## src/rtl/umg_slot.sv

```systemverilog
// Gateway constants and one outstanding-command slot with its supervision timer
package umg_pkg;
   localparam int unsigned CLK_HZ = 100_000_000;
   localparam int unsigned TMO_UNIT_MS = 10;
   localparam int unsigned TMO_UNIT_CYC = CLK_HZ / 1000 * TMO_UNIT_MS;
   localparam int unsigned TMO_DEFAULT_S = 10;
   localparam logic [15:0] TMO_DEFAULT_UNITS = 16'(TMO_DEFAULT_S * 1000 / TMO_UNIT_MS);
   localparam logic [15:0] UDP_PORT = 16'hfa00;
   localparam int NSLOT = 4;
   // Command header byte offsets
   localparam logic [3:0] C_OFS_SEQ = 4'h0;
   localparam logic [3:0] C_OFS_TMO = 4'h2;
   localparam logic [3:0] C_OFS_SIZE = 4'h4;
   localparam logic [3:0] C_OFS_NODE = 4'h6;
   localparam logic [3:0] C_OFS_SVC = 4'h7;
   localparam logic [3:0] C_OFS_CLASS = 4'h8;
   localparam logic [3:0] C_OFS_INST = 4'ha;
   localparam logic [3:0] C_HDR_LAST = 4'hb;
   // Response header byte offsets
   localparam logic [2:0] R_OFS_SEQ = 3'h0;
   localparam logic [2:0] R_OFS_SIZE = 3'h2;
   localparam logic [2:0] R_OFS_NODE = 3'h4;
   localparam logic [2:0] R_OFS_SVC = 3'h5;
   // Size limits and service codes
   localparam logic [15:0] CMD_SIZE_MIN = 16'h0006;
   localparam logic [15:0] CMD_SIZE_MAX = 16'h01f2;
   localparam logic [15:0] RSP_SIZE_FIXED = 16'h0002;
   localparam logic [15:0] RSP_SIZE_MAX = 16'h01f2;
   localparam logic [8:0] ERR_PAY_LEN = 9'h002;
   localparam logic [7:0] SVC_OK_BIT = 8'h80;
   localparam logic [7:0] SVC_ERR = 8'h94;
   typedef enum {C_HDR, C_PAY, C_EMPTY, C_DROP} umg_cmd_st_t;
   typedef enum {R_IDLE, R_HDR, R_PAY, R_ERR, R_DROP} umg_rsp_st_t;
endpackage

`timescale 1ns/100ps
`default_nettype none
module umg_slot import umg_pkg::*; (
   input wire logic clk_sys, // System clock
   input wire logic rst, // Synchronous reset
   input wire logic load, // Take a new command
   input wire logic [15:0] ld_seq, // Command sequence
   input wire logic [15:0] ld_tmo, // Timeout field, 10 ms units
   input wire logic [7:0] ld_node, // Destination node
   input wire logic [7:0] ld_svc, // Requested service
   input wire logic [31:0] ld_ip, // Commanding host address
   input wire logic [15:0] ld_port, // Commanding host port
   input wire logic tick, // One pulse per timeout unit
   input wire logic free, // Response sent, release slot
   output logic busy, // Slot holds a command
   output logic expired, // Supervision time has run out
   output logic [15:0] seq, // Stored sequence
   output logic [7:0] node, // Stored node
   output logic [7:0] svc, // Stored service
   output logic [31:0] ip, // Stored host address
   output logic [15:0] port // Stored host port
);
   logic [15:0] limit_q;
   logic [15:0] elapsed_q;

   // Command context, kept for the response
   always_ff @(posedge clk_sys) begin
      if (load) begin
         seq <= ld_seq;
         node <= ld_node;
         svc <= ld_svc;
         ip <= ld_ip;
         port <= ld_port;
         limit_q <= (ld_tmo == 16'h0000) ? TMO_DEFAULT_UNITS : ld_tmo;
      end
   end

   // Occupancy
   always_ff @(posedge clk_sys) begin
      if (rst) begin
         busy <= 1'b0;
      end else if (load) begin
         busy <= 1'b1;
      end else if (free) begin
         busy <= 1'b0;
      end
   end

   // Supervision timer counts shared tick pulses while waiting, so the first unit may be partial
   always_ff @(posedge clk_sys) begin
      if (rst || load || free) begin
         elapsed_q <= 16'h0000;
         expired <= 1'b0;
      end else if (busy && !expired && tick) begin
         elapsed_q <= elapsed_q + 16'h0001;
         expired <= (elapsed_q + 16'h0001 == limit_q);
      end
   end
endmodule // umg_slot
`default_nettype wire

```

## src/rtl/umg_framer.sv

```systemverilog
// UDP command to explicit request gateway framer, with response builder
// What this block does
// - Multi-byte fields travel least significant byte first
// - Response echoes command sequence number exactly
// - Timeout in 10 ms units, zero means 10 s
// - Service, class, instance forwarded to node unchanged
// - Every accepted command becomes an explicit request
// - Reply goes back to the commanding host
// - Response header: sequence, size, node, service, payload
// - Response size spans node to payload, 2-498
// - Response node is the commanded node
// - Success sets service top bit, failure 0x94
// - Error payload: general then additional code
// - Frames use fixed device UDP port 64000
// - Server only, up to four outstanding commands
`timescale 1ns/100ps
`default_nettype none
module umg_framer import umg_pkg::*; #(
   parameter int unsigned TICK_CYCLES = TMO_UNIT_CYC, // Cycles per timeout unit
   parameter logic [7:0] GEN_ERR_TMO = 8'h02, // General code on device timeout
   parameter logic [7:0] ADD_ERR_TMO = 8'hff // Additional code on device timeout
) (
   input wire logic clk_sys, // System clock
   input wire logic rst, // Synchronous reset
   input wire logic rx_valid, // Datagram byte valid
   input wire logic [7:0] rx_data, // Datagram byte
   input wire logic rx_last, // Last byte of datagram
   output logic rx_ready, // Byte accepted
   input wire logic [31:0] rx_src_ip, // Sender address
   input wire logic [15:0] rx_src_port, // Sender port
   input wire logic [15:0] rx_dst_port, // Destination port
   output logic req_valid, // Request beat valid
   input wire logic req_ready, // Node side accepts beat
   output logic [7:0] req_data, // Request payload byte
   output logic req_first, // First beat of request
   output logic req_last, // Last beat of request
   output logic req_empty, // Request carries no payload
   output logic req_abort, // Request cancelled, ignore it
   output logic [7:0] req_node, // Destination node
   output logic [7:0] req_service, // Service code
   output logic [15:0] req_class, // Class identifier
   output logic [15:0] req_instance, // Instance identifier
   output logic [1:0] req_slot, // Slot tag, returned with reply
   input wire logic rsp_valid, // Reply beat valid
   output logic rsp_ready, // Reply beat accepted
   input wire logic [7:0] rsp_data, // Reply payload byte
   input wire logic rsp_last, // Last reply beat
   input wire logic [1:0] rsp_slot, // Slot tag of reply
   input wire logic rsp_ok, // Reply is a success
   input wire logic [8:0] rsp_len, // Reply payload length
   output logic tx_valid, // Response byte valid
   input wire logic tx_ready, // Response byte accepted
   output logic [7:0] tx_data, // Response byte
   output logic tx_last, // Last response byte
   output logic [31:0] tx_dst_ip, // Host address
   output logic [15:0] tx_dst_port, // Host port
   output logic [15:0] tx_src_port, // Device port
   output logic [3:0] busy_slots // Outstanding commands
);
   localparam int TW = $clog2(TICK_CYCLES + 1);

   umg_cmd_st_t c_st;
   umg_rsp_st_t r_st;
   logic [7:0] hdr_q [12];
   logic [3:0] cnt_q;
   logic [8:0] pay_len_q;
   logic [8:0] pay_cnt_q;
   logic [31:0] host_ip_q;
   logic [15:0] host_port_q;
   logic [1:0] free_idx;
   logic [TW-1:0] tick_cnt_q;
   logic tick;
   logic [3:0] expired;
   logic [15:0] s_seq [NSLOT];
   logic [7:0] s_node [NSLOT];
   logic [7:0] s_svc [NSLOT];
   logic [31:0] s_ip [NSLOT];
   logic [15:0] s_port [NSLOT];
   logic rx_beat;
   logic hdr_done;
   logic [15:0] cmd_size;
   logic size_ok;
   logic end_beat;
   logic load;
   logic [3:0] free_vec;
   logic [1:0] rsel_q;
   logic rok_q;
   logic rtmo_q;
   logic [8:0] rlen_q;
   logic [2:0] rc_q;
   logic [8:0] rpay_q;
   logic [15:0] rsp_size;
   logic [7:0] svc_out;

   // Little-endian pair to word
   function automatic logic [15:0] le16(input logic [7:0] lo, input logic [7:0] hi);
      le16 = {hi, lo};
   endfunction

   // Lowest index with a set bit
   function automatic logic [1:0] lowest(input logic [3:0] v);
      lowest = 2'h0;
      for (int i = NSLOT - 1; i >= 0; i--) begin
         if (v[i]) begin
            lowest = 2'(i);
         end
      end
   endfunction

   // Timeout unit tick
   always_ff @(posedge clk_sys) begin
      if (rst || tick) begin
         tick_cnt_q <= '0;
      end else begin
         tick_cnt_q <= tick_cnt_q + TW'(1);
      end
   end
   assign tick = (tick_cnt_q == TW'(TICK_CYCLES - 1));

   // Command decode
   assign rx_beat = rx_valid && rx_ready;
   assign hdr_done = (c_st == C_HDR) && rx_beat && (cnt_q == C_HDR_LAST);
   assign cmd_size = le16(hdr_q[C_OFS_SIZE], hdr_q[C_OFS_SIZE + 4'h1]);
   assign size_ok = (rx_dst_port == UDP_PORT) && (cmd_size >= CMD_SIZE_MIN)
      && (cmd_size <= CMD_SIZE_MAX);
   assign end_beat = (pay_cnt_q == pay_len_q - 9'h001);
   assign free_idx = lowest(~busy_slots);
   assign load = ((c_st == C_PAY) && rx_beat && rx_last && end_beat)
      || ((c_st == C_EMPTY) && req_ready);

   // Header capture, one byte per offset
   always_ff @(posedge clk_sys) begin
      if (c_st == C_HDR && rx_beat) begin
         hdr_q[cnt_q] <= rx_data;
         if (cnt_q == C_OFS_SEQ) begin
            host_ip_q <= rx_src_ip;
            host_port_q <= rx_src_port;
         end
      end
      if (hdr_done) begin
         pay_len_q <= 9'(cmd_size - CMD_SIZE_MIN);
         req_slot <= free_idx;
      end
   end

   // Command parser; a slot must be free before bytes are taken
   always_ff @(posedge clk_sys) begin
      if (rst) begin
         c_st <= C_HDR;
         cnt_q <= 4'h0;
         pay_cnt_q <= 9'h000;
      end else begin
         unique case (c_st)
            C_HDR: begin
               if (rx_beat) begin
                  cnt_q <= rx_last ? 4'h0 : cnt_q + 4'h1;
                  pay_cnt_q <= 9'h000;
                  if (hdr_done && !rx_last) begin
                     cnt_q <= 4'h0;
                     c_st <= (size_ok && cmd_size != CMD_SIZE_MIN) ? C_PAY : C_DROP;
                  end else if (hdr_done && size_ok && cmd_size == CMD_SIZE_MIN) begin
                     c_st <= C_EMPTY;
                  end
               end
            end
            C_PAY: begin
               if (rx_beat) begin
                  pay_cnt_q <= pay_cnt_q + 9'h001;
                  if (rx_last) begin
                     c_st <= C_HDR;
                  end else if (end_beat) begin
                     c_st <= C_DROP;
                  end
               end
            end
            C_EMPTY: begin
               if (req_ready) begin
                  c_st <= C_HDR;
               end
            end
            C_DROP: begin
               if (rx_valid && rx_last) begin
                  c_st <= C_HDR;
               end
            end
         endcase
      end
   end

   // Request channel: payload streams straight through
   always_comb begin
      rx_ready = 1'b0;
      req_valid = 1'b0;
      req_first = 1'b0;
      req_last = 1'b0;
      req_empty = 1'b0;
      req_abort = 1'b0;
      unique case (c_st)
         C_HDR: rx_ready = !(&busy_slots);
         C_PAY: begin
            rx_ready = req_ready;
            req_valid = rx_valid;
            req_first = (pay_cnt_q == 9'h000);
            req_last = rx_last || end_beat;
            req_abort = rx_last ^ end_beat;
         end
         C_EMPTY: begin
            req_valid = 1'b1;
            req_first = 1'b1;
            req_last = 1'b1;
            req_empty = 1'b1;
         end
         C_DROP: rx_ready = 1'b1;
      endcase
   end
   assign req_data = rx_data;
   assign req_node = hdr_q[C_OFS_NODE];
   assign req_service = hdr_q[C_OFS_SVC];
   assign req_class = le16(hdr_q[C_OFS_CLASS], hdr_q[C_OFS_CLASS + 4'h1]);
   assign req_instance = le16(hdr_q[C_OFS_INST], hdr_q[C_OFS_INST + 4'h1]);

   // Four message buffers
   for (genvar g = 0; g < NSLOT; g++) begin : g_slot
      umg_slot u_slot (
         .clk_sys(clk_sys),
         .rst(rst),
         .load(load && req_slot == 2'(g)),
         .ld_seq(le16(hdr_q[C_OFS_SEQ], hdr_q[C_OFS_SEQ + 4'h1])),
         .ld_tmo(le16(hdr_q[C_OFS_TMO], hdr_q[C_OFS_TMO + 4'h1])),
         .ld_node(hdr_q[C_OFS_NODE]),
         .ld_svc(hdr_q[C_OFS_SVC]),
         .ld_ip(host_ip_q),
         .ld_port(host_port_q),
         .tick(tick),
         .free(free_vec[g]),
         .busy(busy_slots[g]),
         .expired(expired[g]),
         .seq(s_seq[g]),
         .node(s_node[g]),
         .svc(s_svc[g]),
         .ip(s_ip[g]),
         .port(s_port[g])
      );
   end

   // Response builder; a device timeout takes precedence over replies
   always_ff @(posedge clk_sys) begin
      if (rst) begin
         r_st <= R_IDLE;
         rc_q <= 3'h0;
         rpay_q <= 9'h000;
         rsel_q <= 2'h0;
         rok_q <= 1'b0;
         rtmo_q <= 1'b0;
         rlen_q <= 9'h000;
      end else begin
         unique case (r_st)
            R_IDLE: begin
               rc_q <= 3'h0;
               rpay_q <= 9'h000;
               if (|expired) begin
                  rsel_q <= lowest(expired);
                  rtmo_q <= 1'b1;
                  rok_q <= 1'b0;
                  rlen_q <= ERR_PAY_LEN;
                  r_st <= R_HDR;
               end else if (rsp_valid) begin
                  rsel_q <= rsp_slot;
                  rtmo_q <= 1'b0;
                  rok_q <= rsp_ok;
                  rlen_q <= rsp_len;
                  r_st <= busy_slots[rsp_slot] ? R_HDR : R_DROP;
               end
            end
            R_HDR: begin
               if (tx_ready) begin
                  rc_q <= rc_q + 3'h1;
                  if (rc_q == R_OFS_SVC) begin
                     r_st <= rtmo_q ? R_ERR : ((rlen_q == 9'h000) ? R_IDLE : R_PAY);
                  end
               end
            end
            R_PAY: begin
               if (rsp_valid && tx_ready) begin
                  rpay_q <= rpay_q + 9'h001;
                  if (rsp_last) begin
                     r_st <= R_IDLE;
                  end
               end
            end
            R_ERR: begin
               if (tx_ready) begin
                  rpay_q <= rpay_q + 9'h001;
                  if (rpay_q != 9'h000) begin
                     r_st <= R_IDLE;
                  end
               end
            end
            R_DROP: begin
               if (rsp_valid && rsp_last) begin
                  r_st <= R_IDLE;
               end
            end
         endcase
      end
   end

   // Response header fields
   assign rsp_size = RSP_SIZE_FIXED + {7'h00, rlen_q};
   assign svc_out = (rok_q && !rtmo_q) ? (s_svc[rsel_q] | SVC_OK_BIT) : SVC_ERR;

   // Response byte stream
   always_comb begin
      tx_valid = 1'b0;
      tx_data = 8'h00;
      tx_last = 1'b0;
      rsp_ready = 1'b0;
      free_vec = 4'h0;
      unique case (r_st)
         R_IDLE: ;
         R_HDR: begin
            tx_valid = 1'b1;
            unique case (rc_q)
               R_OFS_SEQ: tx_data = s_seq[rsel_q][7:0];
               R_OFS_SEQ + 3'h1: tx_data = s_seq[rsel_q][15:8];
               R_OFS_SIZE: tx_data = rsp_size[7:0];
               R_OFS_SIZE + 3'h1: tx_data = rsp_size[15:8];
               R_OFS_NODE: tx_data = s_node[rsel_q];
               default: tx_data = svc_out;
            endcase
            tx_last = (rc_q == R_OFS_SVC) && !rtmo_q && (rlen_q == 9'h000);
         end
         R_PAY: begin
            tx_valid = rsp_valid;
            tx_data = rsp_data;
            tx_last = rsp_last;
            rsp_ready = tx_ready;
         end
         R_ERR: begin
            tx_valid = 1'b1;
            tx_data = (rpay_q == 9'h000) ? GEN_ERR_TMO : ADD_ERR_TMO;
            tx_last = (rpay_q != 9'h000);
         end
         R_DROP: rsp_ready = 1'b1;
      endcase
      if (tx_valid && tx_ready && tx_last) begin
         free_vec[rsel_q] = 1'b1;
      end
   end
   assign tx_dst_ip = s_ip[rsel_q];
   assign tx_dst_port = s_port[rsel_q];
   assign tx_src_port = UDP_PORT;
endmodule // umg_framer
`default_nettype wire

```

## config.mk

```make
export PLATFORM = sky130hd
export DESIGN_NAME = umg_framer
export DESIGN_NICKNAME = d
export VERILOG_FILES = /design/src/rtl/umg_slot.sv /design/src/rtl/umg_framer.sv
export SDC_FILE = /design/constraint.sdc
export NUM_CORES = 1
export LEC_CHECK = 0
export BUFFER_PORTS_ARGS = -buffer_cell sky130_fd_sc_hd__buf_2
export CAP_MARGIN = 20
export CORE_UTILIZATION = 34
export CTS_BUF_LIST = sky130_fd_sc_hd__clkbuf_4
export DETAILED_ROUTE_END_ITERATION = 12
export MAX_ROUTING_LAYER = met4
export PLACE_DENSITY = 0.5
export SLEW_MARGIN = 20
export SYNTH_ARGS = -nofsm -noshare
export SYNTH_HDL_FRONTEND = slang
export SYNTH_SLANG_ARGS = --single-unit
```

## constraint.sdc

```tcl
create_clock -name clk_sys -period 7.45 [get_ports clk_sys]
set_input_delay 0.745 -clock clk_sys [delete_from_list [all_inputs] [get_ports clk_sys]]
set_output_delay 0.745 -clock clk_sys [all_outputs]
set_load 0.01 [all_outputs]
```

==> Word level (Yosys, flattened, before mapping) <==
Memories as Yosys holds them, arrays and structs flattened.
Index checks and enable logic that the tools add are counted.
{ "classes": {"addsub": 12, "order_cmp": 6, "n_eq_ne": 41, "n_mux": 92, "bitwise": 3, "reduce_logical": 83} }
{ "op_table": {"columns": ["op", "n"], "rows": [
  ["32-bit 2-to-1 mux", 19],
  ["32-bit by 2-bit equality test with 1-bit output (second input constant)", 5],
  ["32-bit one-hot mux with 5 select lines", 1],
  ["32-bit one-hot mux with 4 select lines", 1],
  ["32-bit zero test", 3],
  ["16-bit 2-to-1 mux", 5],
  ["16-bit by 1-bit adder with 16-bit output (second input constant)", 4],
  ["16-bit binary-select mux with 2-bit select", 2],
  ["32-bit binary-select mux with 2-bit select", 1],
  ["16-bit equality test", 4],
  ["32-bit by 1-bit equality test with 1-bit output (second input constant)", 2],
  ["32-bit by 3-bit equality test with 1-bit output (second input constant)", 2],
  ["9-bit 2-to-1 mux", 6],
  ["8-bit one-hot mux with 5 select lines", 1],
  ["1-bit logical AND", 34],
  ["8-bit binary-select mux with 2-bit select", 2],
  ["9-bit zero test", 3],
  ["9-bit one-hot mux with 3 select lines", 1],
  ["8-bit 2-to-1 mux", 3],
  ["8-bit one-hot mux with 3 select lines", 1],
  ["2-bit 2-to-1 mux", 11],
  ["2-bit inequality test (second input constant)", 11],
  ["7-bit 2-to-1 mux", 3],
  ["20-bit by 1-bit adder with 20-bit output (second input constant)", 1],
  ["other kinds (51)", 111]
]} }
{ "totals": {"reg_bits": 637, "mem_bits_rw": 96, "in_bits": 100, "out_inout_bits": 143, "elab_cells": 290, "n_memories": 1} }
{ "mem_list": {"columns": ["name", "depth", "width", "rd", "rd_ports_with_merged_regs", "write_ports", "line", "rtl"], "rows": [
  ["hdr_q", 12, 8, 12, 0, 1, "umg_framer.sv:64", "logic [7:0] hdr_q [12];"]
]} }

==> Longest topological paths before layout <==
{ "logic_depth": {"word_depth": 12, "mapped_depth": 12, "depth_no_buf": 12} }

==> Modules after synthesis <==
Synthesis repeated with hierarchy kept, for this count alone.
{ "hier_totals": {"hier_cells": 1996, "hier_area_um2": 28403.5} }
{ "modules_own_cells": {"columns": ["module", "instances", "cells_per_inst", "area_each_um2", "seq_area_each_um2"], "rows": [
  ["umg_slot (g_slot[0].u_slot ...)", 3, 273, 4257.8, 3243.1],
  ["umg_framer", 1, 901, 11359.6, 5915.7],
  ["umg_slot (g_slot[3].u_slot)", 1, 276, 4270.3, 3243.1]
]} }

==> Worst setup path after synthesis <==
No wires, ideal clock.
{ "synth_timing": {"path_kind": "register to register", "start": "register pay_len_q[0]", "end": "register g_slot[1].u_slot.ip[0] (enable)", "setup_time_ps": 549, "arrival_time_ps": 5898, "required_ps": 6901, "setup_slack_ps": 1002, "stages_incl_launch_ff": 9, "path_buffers": 0, "period_less_slack_ps": 6448, "path_cell_list": "edfxtp_1 > inv_1 > ha_1 > nor3b_1 > nand2_1 > or4_1 > nand3_1 > a32oi_2 > nor2_1"} }
{ "synth_via": {"elab_chain_cells": 5} }
{ "synth_lines": {"columns": ["item", "line", "rtl"], "rows": [
  ["start, declared", "umg_framer.sv:66", "logic [8:0] pay_len_q;"],
  ["start signal, assigned", "umg_framer.sv:141", "pay_len_q <= 9'(cmd_size - CMD_SIZE_MIN);"],
  ["9-bit by 1-bit subtractor with 9-bit output", "umg_framer.sv:126", "assign end_beat = (pay_cnt_q == pay_len_q - 9'h001);"],
  ["9-bit equality test", "umg_framer.sv:126", null],
  ["1-bit logical AND", "umg_framer.sv:128", "assign load = ((c_st == C_PAY) && rx_beat && rx_last && end_beat)"],
  ["1-bit logical OR", "umg_framer.sv:129", "|| ((c_st == C_EMPTY) && req_ready);"],
  ["1-bit logical AND", "umg_framer.sv:227", ".load(load && req_slot == 2'(g)),"],
  ["named net g_slot[1].u_slot.load", "umg_slot.sv:41", "input wire logic load,"],
  ["end signal, assigned", "umg_slot.sv:67", "ip <= ld_ip;"],
  ["end, declared", "umg_slot.sv:55", "output logic [31:0] ip,"]
]} }
The timed path passes the listed nets, and every way through them passes these cells.
A chain may end at the register's enable or synchronous reset.

==> Worst setup path in the final report <==
{ "layout_timing": {"start": "register rsel_q[0]", "end": "output tx_data[1]"} }
{ "layout_via": {"elab_chain_cells": 7, "elab_cells_between_ends": 13, "classes_between": "mux (12); bitwise (1)"} }
{ "layout_lines": {"columns": ["item", "line", "rtl"], "rows": [
  ["start, declared", "umg_framer.sv:86", "logic [1:0] rsel_q;"],
  ["start signal, assigned", "umg_framer.sv:262", "rsel_q <= lowest(expired);"],
  ["start signal, assigned", "umg_framer.sv:268", "rsel_q <= rsp_slot;"],
  ["2-bit NOT with 3-bit output (implied by the code) *", null, null],
  ["8-bit binary-select mux with 2-bit select", "umg_framer.sv:310", "assign svc_out = (rok_q && !rtmo_q) ? (s_svc[rsel_q] | SVC_OK_BIT) : SVC_ERR;"],
  ["7-bit 2-to-1 mux (implied by the code) (2 in a row)", "umg_framer.sv:310", null],
  ["7-bit 2-to-1 mux", "umg_framer.sv:310", null],
  ["8-bit one-hot mux with 5 select lines *", "umg_framer.sv:323", "unique case (rc_q)"],
  ["8-bit one-hot mux with 3 select lines *", "umg_framer.sv:319", "unique case (r_st)"],
  ["end, declared", "umg_framer.sv:53", "output logic [7:0] tx_data,"]
]} }
Mark *: on every way between the ends. The rest lies on a longest branch, timed or not. The select of a mux whose other input is x is not followed.

==> flow_summary.ini <==
[sta]
skew_ps = 60.5
worstMarginPinSlew_ps = 979
fin_crit_sh_pct = 66.3
rsz0062_at_grt = false
timing.fmax_ghz = 0.202
drv_slew = 0
slew_headroom_pct = 34.6
tns_ps = 0
hold_violations = 0
period_minus_slack_ps = 4940
finalSetupViolCount = 0

[final_layout]
area_growth_pct = 18.0
layout_commonest_cell = edfxtp_1
nFillCells = 7602
regArea_um2 = 18800
final_cell_mix = 535 x edfxtp_1, 254 x clkbuf_4, 226 x buf_2
multi_input_area_um2 = 8300
drive_above_1_share_pct = 25.5
stdcell_count = 3516
fin_nets = 2440
final_cell_area_um2 = 32700

[routing]
drt_iter0_markers = 983
firstDrtPassIters = 5
finalWirelength_um = 68500
ant_nets = 0
via_per_inst = 4.90
via_count = 17200
post_drt_wl_per_cell_um = 19.5
drc = 0

[yosys]
synth_adder_area_share_pct = 1.22
synthArstFlopShare_pct = 0
synth_edf_count = 535
synth_seq_cells = 670
syn_inst = 1938
synth_cell_types = 76
synth_area_per_cell_um2 = 14.3
synth_mux_area_share_pct = 6.65
ys_seq_area_share_pct = 67.8
synth_ff_type = edfxtp_1
yosys.area_share.simple_pct = 11.3
synth_top_family_by_area = simple AND/OR/NAND/NOR gates
synth-compound-area-share_pct = 4.37
syn_area_um2 = 27700
synthXorXnorAreaFrac_pct = 6.01
yosys_warnings = 0

[critical_path]
crit_type = reg2out
crit_path_start_kind = flop
cp-end-kind = output port
cp_max_fo = 44
required_ps = 6700
rr_worst_depth = 10
crit_path_start = rsel_q[0]
r2r-start = pay_len_q[0]
worstReg2RegEnd = g_slot[3].u_slot.port[15]
cp.arrival_ps = 4200
rrSetupSlack_ps = 3220

[clock_network]
clk_pin_slew_ps = 70
clock-sinks = 670
cts_resized = 0
htree_levels = 4
clockRootBuffer = clkbuf_4
cts_buffers = 176
insertion_delay_ps = 1010
clk_path_buf_depth = 3
cts_tree = done
cts_setup_buffers = 0

[floorplanning]
rows = 104
initial_core_util_pct = 34.4
fp.dieH_um = 287
ios = 243
die_w_um = 287
coreArea_um2 = 80500
die-area_um2 = 82600

[global_route]
grt_start_max_net_pins = 96
grt.total_usage_pct = 17.2
grt_first_pass_wirelength_um = 104000
antenna_found_initial = 3
grt-ovfl-total = 0
grt_pass1_vias = 17400

[place]
place.gp.congestion = 0.860
postPlaceCellArea_um2 = 29800
dpl.cell_count = 3138
dp_hpwl_um = 43700
port_buffers = 226

[min_path]
hold_path_class = in2reg
hp-start = rsp_valid
whs_path_depth = 4
min_to = rtmo_q

[status]
status = finished, final reports clean

[run]
cap_violations = 0

[power_and_ir_drop]
ir_worst_vdd_uv = 119
pwr_density_cell_nw_per_um2 = 238
leakagePower_nw = 11.2
[sequential cells by signal (all words and copies together), names as in the netlist, 2 cells and up]
| signal | count |
|---|---|
| g_slot.u_slot.ip | 128 |
| hdr_q | 96 |
| g_slot.u_slot.elapsed_q | 64 |
| g_slot.u_slot.limit_q | 64 |
| g_slot.u_slot.port | 64 |
| g_slot.u_slot.seq | 64 |
| g_slot.u_slot.node | 32 |
| host_ip_q | 32 |
| g_slot.u_slot.svc | 28 |
| tick_cnt_q | 20 |
| host_port_q | 16 |
| pay_cnt_q | 9 |
| pay_len_q | 9 |
| rlen_q | 9 |
| rpay_q | 9 |
| cnt_q | 4 |
| g_slot.u_slot.busy | 4 |
| g_slot.u_slot.expired | 4 |
| r_st | 3 |
| rc_q | 3 |
| c_st | 2 |
| req_slot | 2 |
| rsel_q | 2 |
[synthesized netlist by cell type, drive strengths merged (20+ instances only)]
cell type | n | share of area [%]
inv | 44 | 0.60
and3 | 28 | 0.63
nand4 | 36 | 0.84
ha | 27 | 1.2
xnor2 | 96 | 3.0
xor2 | 94 | 3.0
edfxtp | 535 | 58
nor2 | 190 | 2.6
nor3 | 38 | 0.69
dfxtp | 135 | 9.8
nand3 | 82 | 1.5
nor4 | 29 | 0.70
a21oi | 55 | 0.99
clkbuf | 66 | 0.89
mux4 | 80 | 6.5
buf | 46 | 1.1
o21ai | 46 | 0.89
nand2b | 20 | 0.45
nand2 | 111 | 1.5
[cell type report]
cell class / instances / share of cell area [%]
Clock buffer: 254 / 5.84
Tap cell: 1060 / 4.06
Sequential cell: 670 / 57.5
Inverter: 45 / 0.517
Timing Repair Buffer: 295 / 5.56
Antenna cell: 3 / 0.0230
Multi-Input combinational cell: 1125 / 25.4
Clock inverter: 64 / 1.14
[power breakdown]
group          internal, mW  switching, mW
Sequential             4.12         0.0715
Clock                  1.61           1.57
Combinational         0.178          0.247
Total                  5.90           1.88
[routing by layer]
metal	vias to the layer above	GRT usage (%)	part of all wire (%)
met1	8587	21.4	44
met2	450	27.8	50
met3	96	3.52	4.6
li1	8099	-	-
met5	-	-	0
met4	0	6.16	1.9
[how the worst max path moves through the flow]
| stage | end | cells after the start |
|---|---|---|
| after floorplan | g_slot[1].u_slot.ip[0] | 8 |
| after global placement | g_slot[1].u_slot.ip[12] | 9 |
| after detailed placement | g_slot[1].u_slot.ip[12] | 9 |
| after CTS | tx_data[1] | 9 |
| after global routing | tx_data[1] | 9 |
| final | tx_data[1] | 9 |
[per-stage QoR]
| stage | worst slack, ps | hold slack (ps) | power [mW] | utilization (%) |
|---|---|---|---|---|
| 3_3_place_gp | 3240 | 443 | 4.67 | 37.0 |
| 4_1_cts | 2250 | 5.78 | 7.93 | 40.6 |
| 3_5_place_dp | 3170 | 442 | 4.68 | 37.0 |
| 2_1_floorplan | 1000 | 426 | 4.49 | - |
| 5_1_grt | 2020 | 58.6 | 8.14 | 40.6 |
| 6_report | 2510 | 144 | 7.78 | 40.6 |
[critical path, cell delays in order, from the launching register on]
cell     delay [ps]
dfxtp_4         880
buf_4           850
mux4_2          650
nand2_1          90
nand2_1          70
nand2_1          70
a41oi_1         210
a21oi_1         170
nor2_1           60
buf_2           160
[what timing repair did]
item,CTS,global route
hold buffers,57,0
endpoints found under the setup margin,0,0
endpoints found under the hold margin,57,0
[cell families (layout without fill, tap and decap cells)]
| group | Yosys count | after routing |
|---|---|---|
| flops | 670 | 670 |
| simple gates | 623 | 623 |
| xor+xnor | 190 | 190 |
| compound gates | 185 | 185 |
| buf+inv | 157 | 658 |
| mux | 84 | 84 |
| fa+ha+maj | 27 | 27 |
| other cells | 2 | 19 |
No activity file was read; power rests on OpenSTA's default activity.
